===== src/shared/pbmc_pkg.sv =====
package pbmc_pkg;
   // Bus geometry
   localparam int ADDR_W = 4;
   localparam int DATA_W = 32;
   localparam int BE_W = 4;
   localparam int REG_W = 16;
   localparam int NIB_W = 4;
   localparam int BE_LO = 0;
   localparam int BE_HI = 1;
   // Register byte offsets
   localparam logic [ADDR_W-1:0] CTRL_OFS = 4'h0;
   localparam logic [ADDR_W-1:0] STAT_OFS = 4'h4;
   // Control field positions
   localparam int B_RESET = 15;
   localparam int B_LOOP = 14;
   localparam int B_SPEED = 13;
   localparam int B_ANEN = 12;
   localparam int B_PDOWN = 11;
   localparam int B_ISO = 10;
   localparam int B_RESTART = 9;
   localparam int B_DUPLEX = 8;
   localparam int B_COLT = 7;
   // Status field positions and fixed values
   localparam int B_ABIL = 15;
   localparam int B_LINK = 2;
   localparam int B_FAULT = 1;
   localparam int CNT_LSB = 4;
   localparam int COR_W = 8;
   localparam logic STAT_ABIL_VAL = 1'b1;
   // Synchroniser lanes
   localparam int SYNC_W = 8;
   localparam int SY_FAULT = 0;
   localparam int SY_LINK = 1;
   localparam int SY_STRAP = 2;
   localparam int SY_TXD = 3;
   localparam int SY_TXEN = 7;
   // Reset sequence length
   localparam int CLK_NS = 100;
   localparam int SRST_TIME_NS = 1000;
   localparam int SRST_CYC = (SRST_TIME_NS + CLK_NS - 1) / CLK_NS;
   localparam int RCNT_W = 4;
   localparam logic [RCNT_W-1:0] SRST_CNT = RCNT_W'(SRST_CYC);
   typedef enum logic {PBMC_IDLE, PBMC_RESET} pbmc_state_e;
endpackage


===== src/shared/pbmc_mii_if.sv =====
`timescale 1ns/1ps
`default_nettype none
interface pbmc_mii_if;
   import pbmc_pkg::*;
   logic loopback, isolate, pdown, col_test;
   logic tx_en;
   logic [NIB_W-1:0] txd;
   logic [NIB_W-1:0] phy_rxd;
   logic phy_rx_dv, phy_col;
   logic [NIB_W-1:0] rxd;
   logic rx_dv, col, oe_n, col_start;
   modport ctl (output loopback, isolate, pdown, col_test, tx_en, txd, phy_rxd,
      phy_rx_dv, phy_col, input rxd, rx_dv, col, oe_n, col_start);
   modport mux (input loopback, isolate, pdown, col_test, tx_en, txd, phy_rxd,
      phy_rx_dv, phy_col, output rxd, rx_dv, col, oe_n, col_start);
endinterface
`default_nettype wire


===== src/verilog/pbmc_mii.sv =====
`timescale 1ns/1ps
`default_nettype none
module pbmc_mii (
   input wire logic clk,
   input wire logic rst_n,
   pbmc_mii_if.mux m
);
   import pbmc_pkg::*;
   typedef struct packed {
      logic [NIB_W-1:0] rxd;
      logic rx_dv;
      logic col;
      logic oe_n;
      logic col_start;
   } pbmc_mii_s;
   pbmc_mii_s r, next_r;
   logic quiet;
   ////////////////////////////////////////////////////////////////////
   // Receive steering, isolation and collision source
   always_comb
   begin
      quiet = m.isolate | m.pdown;
      next_r.rxd = m.loopback ? m.txd : m.phy_rxd;
      next_r.rx_dv = m.loopback ? m.tx_en : m.phy_rx_dv;
      // Test mode follows TX_EN; lag is sync plus one register
      next_r.col = m.col_test ? m.tx_en : m.phy_col;
      if (quiet)
      begin
         next_r.rxd = '0;
         next_r.rx_dv = 1'b0;
         next_r.col = 1'b0;
      end
      next_r.oe_n = m.isolate;
      next_r.col_start = next_r.col & ~r.col;
   end
   always_ff @(posedge clk or negedge rst_n)
   begin
      if (!rst_n)
      begin
         r <= '0;
         r.oe_n <= 1'b1;
      end
      else
         r <= next_r;
   end
   assign m.rxd = r.rxd;
   assign m.rx_dv = r.rx_dv;
   assign m.col = r.col;
   assign m.oe_n = r.oe_n;
   assign m.col_start = r.col_start;
endmodule // pbmc_mii
`default_nettype wire


===== src/verilog/pbmc_sync.sv =====
`timescale 1ns/1ps
`default_nettype none
module pbmc_sync #(
   parameter int W = 1
) (
   input wire logic clk,
   input wire logic rst_n,
   input wire logic [W-1:0] d,
   output logic [W-1:0] q
);
   typedef struct packed {
      logic [W-1:0] s1;
      logic [W-1:0] s2;
   } pbmc_sync_s;
   pbmc_sync_s r, next_r;
   // First stage feeds only the second
   always_comb
   begin
      next_r.s1 = d;
      next_r.s2 = r.s1;
   end
   always_ff @(posedge clk or negedge rst_n)
   begin
      if (!rst_n)
         r <= '0;
      else
         r <= next_r;
   end
   assign q = r.s2;
endmodule // pbmc_sync
`default_nettype wire


===== src/verilog/pbmc_top.sv =====
// Our own choice: the Avalon-MM slave port.
`timescale 1ns/1ps
`default_nettype none
module pbmc_top (
   input wire logic MCLK,
   input wire logic RESET_N,
   input wire logic [pbmc_pkg::ADDR_W-1:0] AVS_ADDRESS,
   input wire logic AVS_READ,
   input wire logic AVS_WRITE,
   input wire logic [pbmc_pkg::DATA_W-1:0] AVS_WRITEDATA,
   input wire logic [pbmc_pkg::BE_W-1:0] AVS_BYTEENABLE,
   output logic [pbmc_pkg::DATA_W-1:0] AVS_READDATA,
   output logic AVS_WAITREQUEST,
   input wire logic STRAP_AN_EN,
   input wire logic LINK_OK,
   input wire logic REMOTE_FAULT,
   input wire logic TX_EN,
   input wire logic [pbmc_pkg::NIB_W-1:0] TXD,
   input wire logic [pbmc_pkg::NIB_W-1:0] PHY_RXD,
   input wire logic PHY_RX_DV,
   input wire logic PHY_COL,
   input wire logic AN_SPEED_100,
   input wire logic AN_FULL_DUPLEX,
   input wire logic AN_STARTED,
   output logic [pbmc_pkg::NIB_W-1:0] RXD,
   output logic RX_DV,
   output logic COL,
   output logic MII_OE_N,
   output logic SOFT_RESET,
   output logic POWER_DOWN,
   output logic ISOLATE,
   output logic AN_ENABLE,
   output logic AN_RESTART,
   output logic SPEED_100,
   output logic FULL_DUPLEX
);
   import pbmc_pkg::*;

   ////////////////////////////////////////////////////////////////////
   // State

   // Writable control bits, all clear by default except an_en, which reset loads from the strap
   typedef struct packed {
      logic loop;
      logic speed;
      logic an_en;
      logic pdown;
      logic iso;
      logic restart;
      logic duplex;
      logic colt;
   } pbmc_ctrl_s;

   typedef struct packed {
      pbmc_state_e state;
      logic [RCNT_W-1:0] rst_cnt;
      logic waitreq;
      logic [DATA_W-1:0] rdata;
      pbmc_ctrl_s ctl;
      logic link_ll;
      logic fault_lh;
      logic [COR_W-1:0] col_cnt;
      logic soft_rst;
      logic speed_eff;
      logic duplex_eff;
   } pbmc_top_s;

   pbmc_top_s r, next_r;

   logic [SYNC_W-1:0] sync_in;
   logic [SYNC_W-1:0] sync_q;
   logic strap_s, link_s, fault_s;
   logic rd_cap, wr_acc, wr_ctrl, rd_stat;
   logic wr_hi, wr_lo, set_rs;
   logic [REG_W-1:0] ctrl_view;
   logic [REG_W-1:0] stat_view;

   pbmc_mii_if m ();

   ////////////////////////////////////////////////////////////////////
   // Pin synchronisers

   // TX_EN, TXD, strap, link and fault pins pass two flops first
   assign sync_in = {TX_EN, TXD, STRAP_AN_EN, LINK_OK, REMOTE_FAULT};

   pbmc_sync #(
      .W(SYNC_W)
   ) u_sync (
      .clk(MCLK),
      .rst_n(RESET_N),
      .d(sync_in),
      .q(sync_q)
   );

   assign strap_s = sync_q[SY_STRAP];
   assign link_s = sync_q[SY_LINK];
   assign fault_s = sync_q[SY_FAULT];

   ////////////////////////////////////////////////////////////////////
   // MII steering block

   // Control bits and datapath signals towards the steering block
   assign m.loopback = r.ctl.loop;
   assign m.isolate = r.ctl.iso;
   assign m.pdown = r.ctl.pdown;
   assign m.col_test = r.ctl.colt;
   assign m.tx_en = sync_q[SY_TXEN];
   assign m.txd = sync_q[SY_TXD +: NIB_W];
   assign m.phy_rxd = PHY_RXD;
   assign m.phy_rx_dv = PHY_RX_DV;
   assign m.phy_col = PHY_COL;

   pbmc_mii u_mii (
      .clk(MCLK),
      .rst_n(RESET_N),
      .m(m)
   );

   ////////////////////////////////////////////////////////////////////
   // Register views

   // Control image; reserved low bits are constant zero
   always_comb
   begin
      ctrl_view = '0;
      ctrl_view[B_RESET] = (r.state == PBMC_RESET);
      ctrl_view[B_LOOP] = r.ctl.loop;
      ctrl_view[B_SPEED] = r.ctl.speed;
      ctrl_view[B_ANEN] = r.ctl.an_en;
      ctrl_view[B_PDOWN] = r.ctl.pdown;
      ctrl_view[B_ISO] = r.ctl.iso;
      ctrl_view[B_RESTART] = r.ctl.restart;
      ctrl_view[B_DUPLEX] = r.ctl.duplex;
      ctrl_view[B_COLT] = r.ctl.colt;
   end

   // Status image: latched link, latched fault, collision count
   always_comb
   begin
      stat_view = '0;
      stat_view[B_ABIL] = STAT_ABIL_VAL;
      stat_view[B_LINK] = r.link_ll;
      stat_view[B_FAULT] = r.fault_lh;
      stat_view[CNT_LSB +: COR_W] = r.col_cnt;
   end

   ////////////////////////////////////////////////////////////////////
   // Bus decode

   // One wait state: data captured while waitrequest is high,
   // write committed on the edge that sees it low
   always_comb
   begin
      rd_cap = AVS_READ & r.waitreq;
      wr_acc = AVS_WRITE & ~r.waitreq;
      wr_ctrl = wr_acc & (AVS_ADDRESS == CTRL_OFS);
      wr_hi = wr_ctrl & AVS_BYTEENABLE[BE_HI];
      wr_lo = wr_ctrl & AVS_BYTEENABLE[BE_LO];
      // Side effects tied to the capture cycle, so once per read
      rd_stat = rd_cap & (AVS_ADDRESS == STAT_OFS);
   end

   ////////////////////////////////////////////////////////////////////
   // Next state

   always_comb
   begin
      next_r = r;
      set_rs = 1'b0;

      // Waitrequest drops one cycle after a request shows up
      next_r.waitreq = ~((AVS_READ | AVS_WRITE) & r.waitreq);

      // Read data; unmapped offsets answer zero
      if (rd_cap)
      begin
         unique case (AVS_ADDRESS)
            CTRL_OFS: next_r.rdata = DATA_W'(ctrl_view);
            STAT_OFS: next_r.rdata = DATA_W'(stat_view);
            default: next_r.rdata = '0;
         endcase
      end

      // Control register and reset sequence
      unique case (r.state)
         PBMC_IDLE:
         begin
            if (wr_hi && AVS_WRITEDATA[B_RESET])
            begin
               // Software reset: defaults now, strap again at the end
               next_r.state = PBMC_RESET;
               next_r.rst_cnt = SRST_CNT;
               next_r.ctl = '0;
               next_r.ctl.an_en = r.ctl.an_en;
            end
            else
            begin
               if (wr_hi)
               begin
                  next_r.ctl.loop = AVS_WRITEDATA[B_LOOP];
                  next_r.ctl.speed = AVS_WRITEDATA[B_SPEED];
                  next_r.ctl.an_en = AVS_WRITEDATA[B_ANEN];
                  next_r.ctl.pdown = AVS_WRITEDATA[B_PDOWN];
                  next_r.ctl.iso = AVS_WRITEDATA[B_ISO];
                  next_r.ctl.duplex = AVS_WRITEDATA[B_DUPLEX];
               end
               if (wr_lo)
                  next_r.ctl.colt = AVS_WRITEDATA[B_COLT];
               // Restart only counts while negotiation stays enabled
               set_rs = wr_hi & AVS_WRITEDATA[B_RESTART] & next_r.ctl.an_en;
               // A written zero never cancels a pending restart
               // nor touches a running negotiation; request set wins
               next_r.ctl.restart = set_rs
                  | (r.ctl.restart & ~AN_STARTED & next_r.ctl.an_en);
            end
         end
         PBMC_RESET:
         begin
            // Held at defaults; writes are ignored meanwhile
            next_r.ctl = '0;
            next_r.ctl.an_en = r.ctl.an_en;
            if (r.rst_cnt == '0)
            begin
               next_r.state = PBMC_IDLE;
               next_r.ctl.an_en = strap_s;
            end
            else
               next_r.rst_cnt = r.rst_cnt - 1'b1;
         end
      endcase

      // Link: drops on failure, follows live value only after a read
      if (rd_stat)
         next_r.link_ll = link_s;
      else
         next_r.link_ll = r.link_ll & link_s;

      // Fault: a new event beats the read clear
      next_r.fault_lh = fault_s | (r.fault_lh & ~rd_stat);

      // Collision count: a start coinciding with the read survives
      if (rd_stat)
         next_r.col_cnt = COR_W'(m.col_start);
      else if (m.col_start && (r.col_cnt != '1))
         next_r.col_cnt = r.col_cnt + 1'b1;

      // Software reset also clears the status history
      if (next_r.state == PBMC_RESET)
      begin
         next_r.link_ll = 1'b0;
         next_r.fault_lh = 1'b0;
         next_r.col_cnt = '0;
      end

      // Effective mode: negotiation result wins while enabled
      next_r.speed_eff = next_r.ctl.an_en ? AN_SPEED_100 : next_r.ctl.speed;
      next_r.duplex_eff = next_r.ctl.an_en ? AN_FULL_DUPLEX
         : next_r.ctl.duplex;
      next_r.soft_rst = (next_r.state == PBMC_RESET);
   end

   ////////////////////////////////////////////////////////////////////
   // State register

   // Hardware reset runs the same sequence, so the strap is
   // caught by clocked logic after the synchroniser has settled
   always_ff @(posedge MCLK or negedge RESET_N)
   begin
      if (!RESET_N)
      begin
         r <= '0;
         r.state <= PBMC_RESET;
         r.rst_cnt <= SRST_CNT;
         r.waitreq <= 1'b1;
         r.soft_rst <= 1'b1;
      end
      else
         r <= next_r;
   end

   ////////////////////////////////////////////////////////////////////
   // Outputs, all from flops

   assign AVS_READDATA = r.rdata;
   assign AVS_WAITREQUEST = r.waitreq;
   assign RXD = m.rxd;
   assign RX_DV = m.rx_dv;
   assign COL = m.col;
   assign MII_OE_N = m.oe_n;
   assign SOFT_RESET = r.soft_rst;
   // Datapath must gate itself; this block keeps running
   assign POWER_DOWN = r.ctl.pdown;
   assign ISOLATE = r.ctl.iso;
   assign AN_ENABLE = r.ctl.an_en;
   assign AN_RESTART = r.ctl.restart;
   assign SPEED_100 = r.speed_eff;
   assign FULL_DUPLEX = r.duplex_eff;

endmodule // pbmc_top
`default_nettype wire

===== config.mk =====
export PLATFORM = sky130hd
export DESIGN_NAME = pbmc_top
export DESIGN_NICKNAME = d
export VERILOG_FILES = /design/src/shared/pbmc_pkg.sv /design/src/shared/pbmc_mii_if.sv /design/src/verilog/pbmc_mii.sv /design/src/verilog/pbmc_sync.sv /design/src/verilog/pbmc_top.sv
export SDC_FILE = /design/constraint.sdc
export NUM_CORES = 1
export LEC_CHECK = 0
export BUFFER_PORTS_ARGS = -buffer_cell sky130_fd_sc_hd__buf_4
export CAP_MARGIN = 20
export CORE_UTILIZATION = 49
export DETAILED_ROUTE_END_ITERATION = 10
export PLACE_DENSITY = 0.8
export SYNTH_ARGS = -nofsm -noshare
export SYNTH_HDL_FRONTEND = slang
export SYNTH_HIERARCHICAL = 1
export SYNTH_SLANG_ARGS = --single-unit

===== constraint.sdc =====
create_clock -name MCLK -period 2.2 [get_ports MCLK]
set_clock_uncertainty 0.15 [all_clocks]
set_input_delay 0.11 -clock MCLK [delete_from_list [all_inputs] [get_ports MCLK]]
set_output_delay 0.11 -clock MCLK [all_outputs]
set_load 0.005 [all_outputs]

== After elaboration in Yosys (flattened, before gate mapping) ==
Index checks and enable logic that the tools add are counted.

* Input bits: 61
* Logic and storage cells: 85
* Register bits after elaboration: 82
* Output and inout port bits: 47

* Bitwise logic cells: 24
* Muxes and demuxes: 23
* Add/sub/neg operators: 2
* Reduce and logical (&&, ||, !) cells: 6
* Equal/unequal tests: 6

{| class="wikitable"
|+ Operator list
! kind !! number
|-
| $pmux 16 s2 || 1
|-
| $mux 8 || 3
|-
| $mux 5 || 4
|-
| $pmux 8 s2 || 1
|-
| $and 1x1->1 || 14
|-
| $mux 10 || 1
|-
| $pmux 5 s2 || 1
|-
| $mux 1 || 9
|-
| $add 8x1->8 const B || 1
|-
| $logic_not 4->1 || 2
|-
| $mux 4 || 2
|-
| $ne 8x8->1 const B || 1
|-
| $mux 6 || 1
|-
| $not 1->1 || 6
|-
| $eq 4x3->1 const B || 1
|-
| $ne 2x2->1 const B || 2
|-
| $ne 4x4->1 const B || 1
|-
| $or 1x1->1 || 4
|-
| $sub 4x1->4 const B || 1
|-
| $ne 3x3->1 const B || 1
|-
| $reduce_bool 3->1 || 1
|-
| $logic_and 1x1->1 || 2
|-
| $reduce_and 2->1 || 1
|}

== Longest topological paths before layout ==
* Word-level depth: 12
* Mapped depth: 6
* Mapped depth without buffers: 6

== Cells and area by module ==
Netlist, hierarchy kept.

{| class="wikitable"
|+ Modules (own cells, without submodules)
! module !! instances !! area an instance (um^2) !! sequential area each (um^2) !! cells each
|-
| pbmc_top || 1 || 2199.6 || 1006.0 || 218
|-
| pbmc_sync || 1 || 400.4 || 400.4 || 16
|-
| pbmc_mii || 1 || 310.3 || 201.4 || 24
|}

== Worst setup path before layout ==
OpenSTA, ideal clock, no wires.

* Kind: reg2reg
* Start point: register r[54] in the netlist's numbering
* End point: register r (netlist bit FULL_DUPLEX)
* Arrival: 1.596 ns
* Slack: 0.327 ns
* Period minus slack after synthesis: 1.873 ns
* Data required time: 1.922 ns
* Stages on the path, launching flop included: 7
* Path buffers: 0
* Setup time: 0.128 ns
* Cell sequence: dfrtp_1 > inv_1 > ha_1 > nor3b_1 > mux2i_1 > o211ai_2 > mux2_1

{| class="wikitable"
|+ RTL lines
! what !! line !! source
|-
| start: declaration || pbmc_top.sv:68 || <nowiki>pbmc_top_s r, next_r;</nowiki>
|-
| start signal: assignment || pbmc_top.sv:278 || <nowiki>r <= next_r;</nowiki>
|}

==> run metrics <==
met3 routed WL=397 um; CP max-delay cell=dfstp_2; Lkg Pwr=1.74 nW; Avg WL per Cell=15.2 um; Setup Buffers After CTS=0; Yosys reg bits=64; row cnt=27; Reg clk slew, reported paths=0.08 ns; Finished Core Util=67.4%; Worst R2R Setup Slack=0.15 ns; Vias per Instance=5.29; vias in the first global route=2,277; WP buf/inv=1; Initial DRC Count=197; WL final=6400 um; Top Layer Used=met4; VDD IR max=0.000631 V; Mapped Area=2910 um2; RSZ-0062 raised after global routing=false; Clock power frac=30.8%; CP max stage delay=0.61 ns; DP Wirelength=4020 um; switching part of the total=31.4%; Crit Path Max Fanout=7; asr flop ratio synth=100%; fin nets=408; Finished Layout Cells=421; minimum clock period=2.05 ns; Seq/Total Area, Yosys=55.2%; slew margin rel.=48.5%; Starting Density=51.9%; Max Slew Vio Count=0; part of the cycle the worst path needs=93.0%; Distinct cells, synth=47; startpoint types=register; worst r2r path cells=5; Reg power frac=49.5%; f_max=0.489 GHz; area share of the largest cell type after synthesis=50.7%; Ports=108; Worst Hold Class=in2reg; Clock Tree Root=clkbuf_8; # diodes=0; worst hold endpoint=ctrl_view[13]; Max Buffers Root-to-Sink=2; metal2 WL=3250 um; Warnings, synthesis=6; Final setup viols=0; grt total ovfl=0; largest net degree at the start of global routing=65; worst skew pair latency=0.34 ns; Fillers=441; Fin Hold WS=0.0297 ns; Mapped Cells=258; kind of critical path=reg2reg; Met1 Wirelength=2570 um; setup TNS=0 ns; drc violations=0; PwrDens=784 nW/um2; Net Switching=0.930 mW; Synth area leader=dfrtp_1; Hold Crit Depth=4; Sink Count=64; Synth Area per Inst=11.3 um2; synth-to-layout area growth=30.0%; final hold vios=0; Die Y=79.1 um; RR Startpoint=AVS_WAITREQUEST; R2R Path End=AN_RESTART; HP Start=AVS_ADDRESS[0]; synth top area cells=dfrtp_1 51%, buf_4 8.3%, mux2i_1 4.8%; PortBufs=64; Critical Path RT=2.32 ns; Pint=2.03 mW; initial antenna violation count=0; status=finished clean; Place WS=0.179 ns; CP top delay family=flip-flops; drt pass-1 iters=4; DIE WIDTH=79.1 um; Post-synth EDFFs=0; worst-path cell chain=and4bb_2, nand2_1, nand3_1, o21ai_0, dlygate4sd3_1; WP data arrival=2.17 ns; fin worst setup slack=0.153 ns; max_cap viols=0; TritonCTS clock tree=yes; critical path depth in cells=5; Placed Cells=373; Die ar.=6250 um2; Setup crit end kind=register; CTS buffer count=9; H-tree Lvls=3; Final ANT Viol Nets=0; Total GRT Usage=22.5%; core area=5610 um2; Comb pwr share=19.7%; gp weighted congestion=0.847; dominant synthesized flop cell=dfrtp_1; worst slew pin tran=0.773 ns; share of cells above drive strength 1=28.9%; first-pass GRT wire length=10,600 um; total number of vias=2,229
## cells in the final DEF, fill, tap and decap left out, types with 4 or more instances in the layout
cell	netlist	final
nand2_1	21	21
dlygate4sd3_1	0	32
dfstp_2	5	5
o31ai_1	6	6
buf_4	32	66
nor2_1	16	15
dfrtp_1	59	59
a22o_1	5	5
inv_1	4	4
o21ai_0	18	18
nand3_1	6	6
a21oi_1	11	11
conb_1	1	18
mux2i_1	14	14
clkbuf_8	0	9
## final cells by class
| cell class | instances | area, um2 | area share [%] |
|---|---|---|---|
| clock inverters | 7 | 53.8 | 1.42 |
| flip-flops and latches | 64 | 1610 | 42.5 |
| inverters | 4 | 15.0 | 0.397 |
| well taps | 72 | 90.1 | 2.38 |
| repair buffers | 98 | 816 | 21.6 |
| multi-input cells | 167 | 1080 | 28.4 |
| clock buffers | 9 | 124 | 3.27 |
## through the flow
step	area [um2]	power, mW
2_1_floorplan	2970	1.79
3_3_place_gp	3280	1.98
3_5_place_dp	3280	2.00
4_1_cts	3770	2.96
5_1_grt	3780	3.12
6_report	3780	2.96
## registers in the layout, summed over array words and instances (netlist names), 2 cells and up
register       count
u_mii/m.rxd        4
r                 14
u_sync/q           8
AVS_READDATA      14
u_sync/next_r      8
ctrl_view          2
## timing repair
action                                 in CTS  in global routing
setup endpoints to repair                   0                  6
gates resized for setup                     0                  2
endpoints found under the hold margin      86                  0
hold buffers                               32                  0
## synth_stat cells, types with 2 or more instances
master	instances
nor2b_1	2
a211oi_1	2
nor4_1	3
nor2_1	16
nor3b_1	4
a22o_1	5
nand4_1	3
ha_1	3
buf_4	32
o21ai_0	18
o31ai_1	6
mux2i_1	14
inv_1	4
a31oi_1	2
or2_2	2
dfstp_2	5
nand2b_1	2
nand2_1	21
clkbuf_1	3
a21oi_1	11
dfrtp_1	59
nand4b_1	3
nor3_1	3
mux2_1	2
buf_2	4
nand3b_1	3
nand3_1	6
## worst min-delay path: stages
cell and delay, ns:
buf_4 0.10, nor3_1 0.08, nand4b_1 0.10, a21oi_1 0.08
## power by group through the flow
stage | registers, mW | clock network, mW | logic (mW)
detailed placement | 1.48 | 0 | 0.527
global route | 1.48 | 0.987 | 0.648
floorplan | 1.42 | 0 | 0.368
CTS | 1.46 | 0.925 | 0.578
finish | 1.47 | 0.913 | 0.584
global placement | 1.47 | 0 | 0.511
## routing by layer
metal  GRT usage [%]  vias to the layer above
li1                -                     1037
met1            28.5                     1068
met2            37.2                      105
met3            2.76                       19
met4            13.1                        0
met5               0                        -
## worst max path at each step
| stage | startpoint | end | slack [ns] |
|---|---|---|---|
| after CTS | AVS_WAITREQUEST | ISOLATE | 0.09 |
| final | AVS_WAITREQUEST | AN_RESTART | 0.15 |
| after detailed placement | r[54] | SPEED_100 | 0.18 |
| after floorplan | r[54] | FULL_DUPLEX | 0.33 |
| after global routing | AVS_WAITREQUEST | m.loopback | 0.05 |
| after global placement | r[54] | FULL_DUPLEX | 0.19 |
## cells by family (layout without fill, tap and decap cells)
group	count (synthesis)	after routing	share of synthesized area, %
buffers and inverters	44	118	10.2
other	1	18	0.129
flip-flops	64	64	55.2
XOR/XNOR	1	1	0.301
multiplexers	17	17	5.98
AO/OA/AOI/OAI	52	52	12.1
AND/OR/NAND/NOR	76	76	14.7
adder cells (fa/ha/maj)	3	3	1.29
No activity file was read; power rests on OpenSTA's default activity.
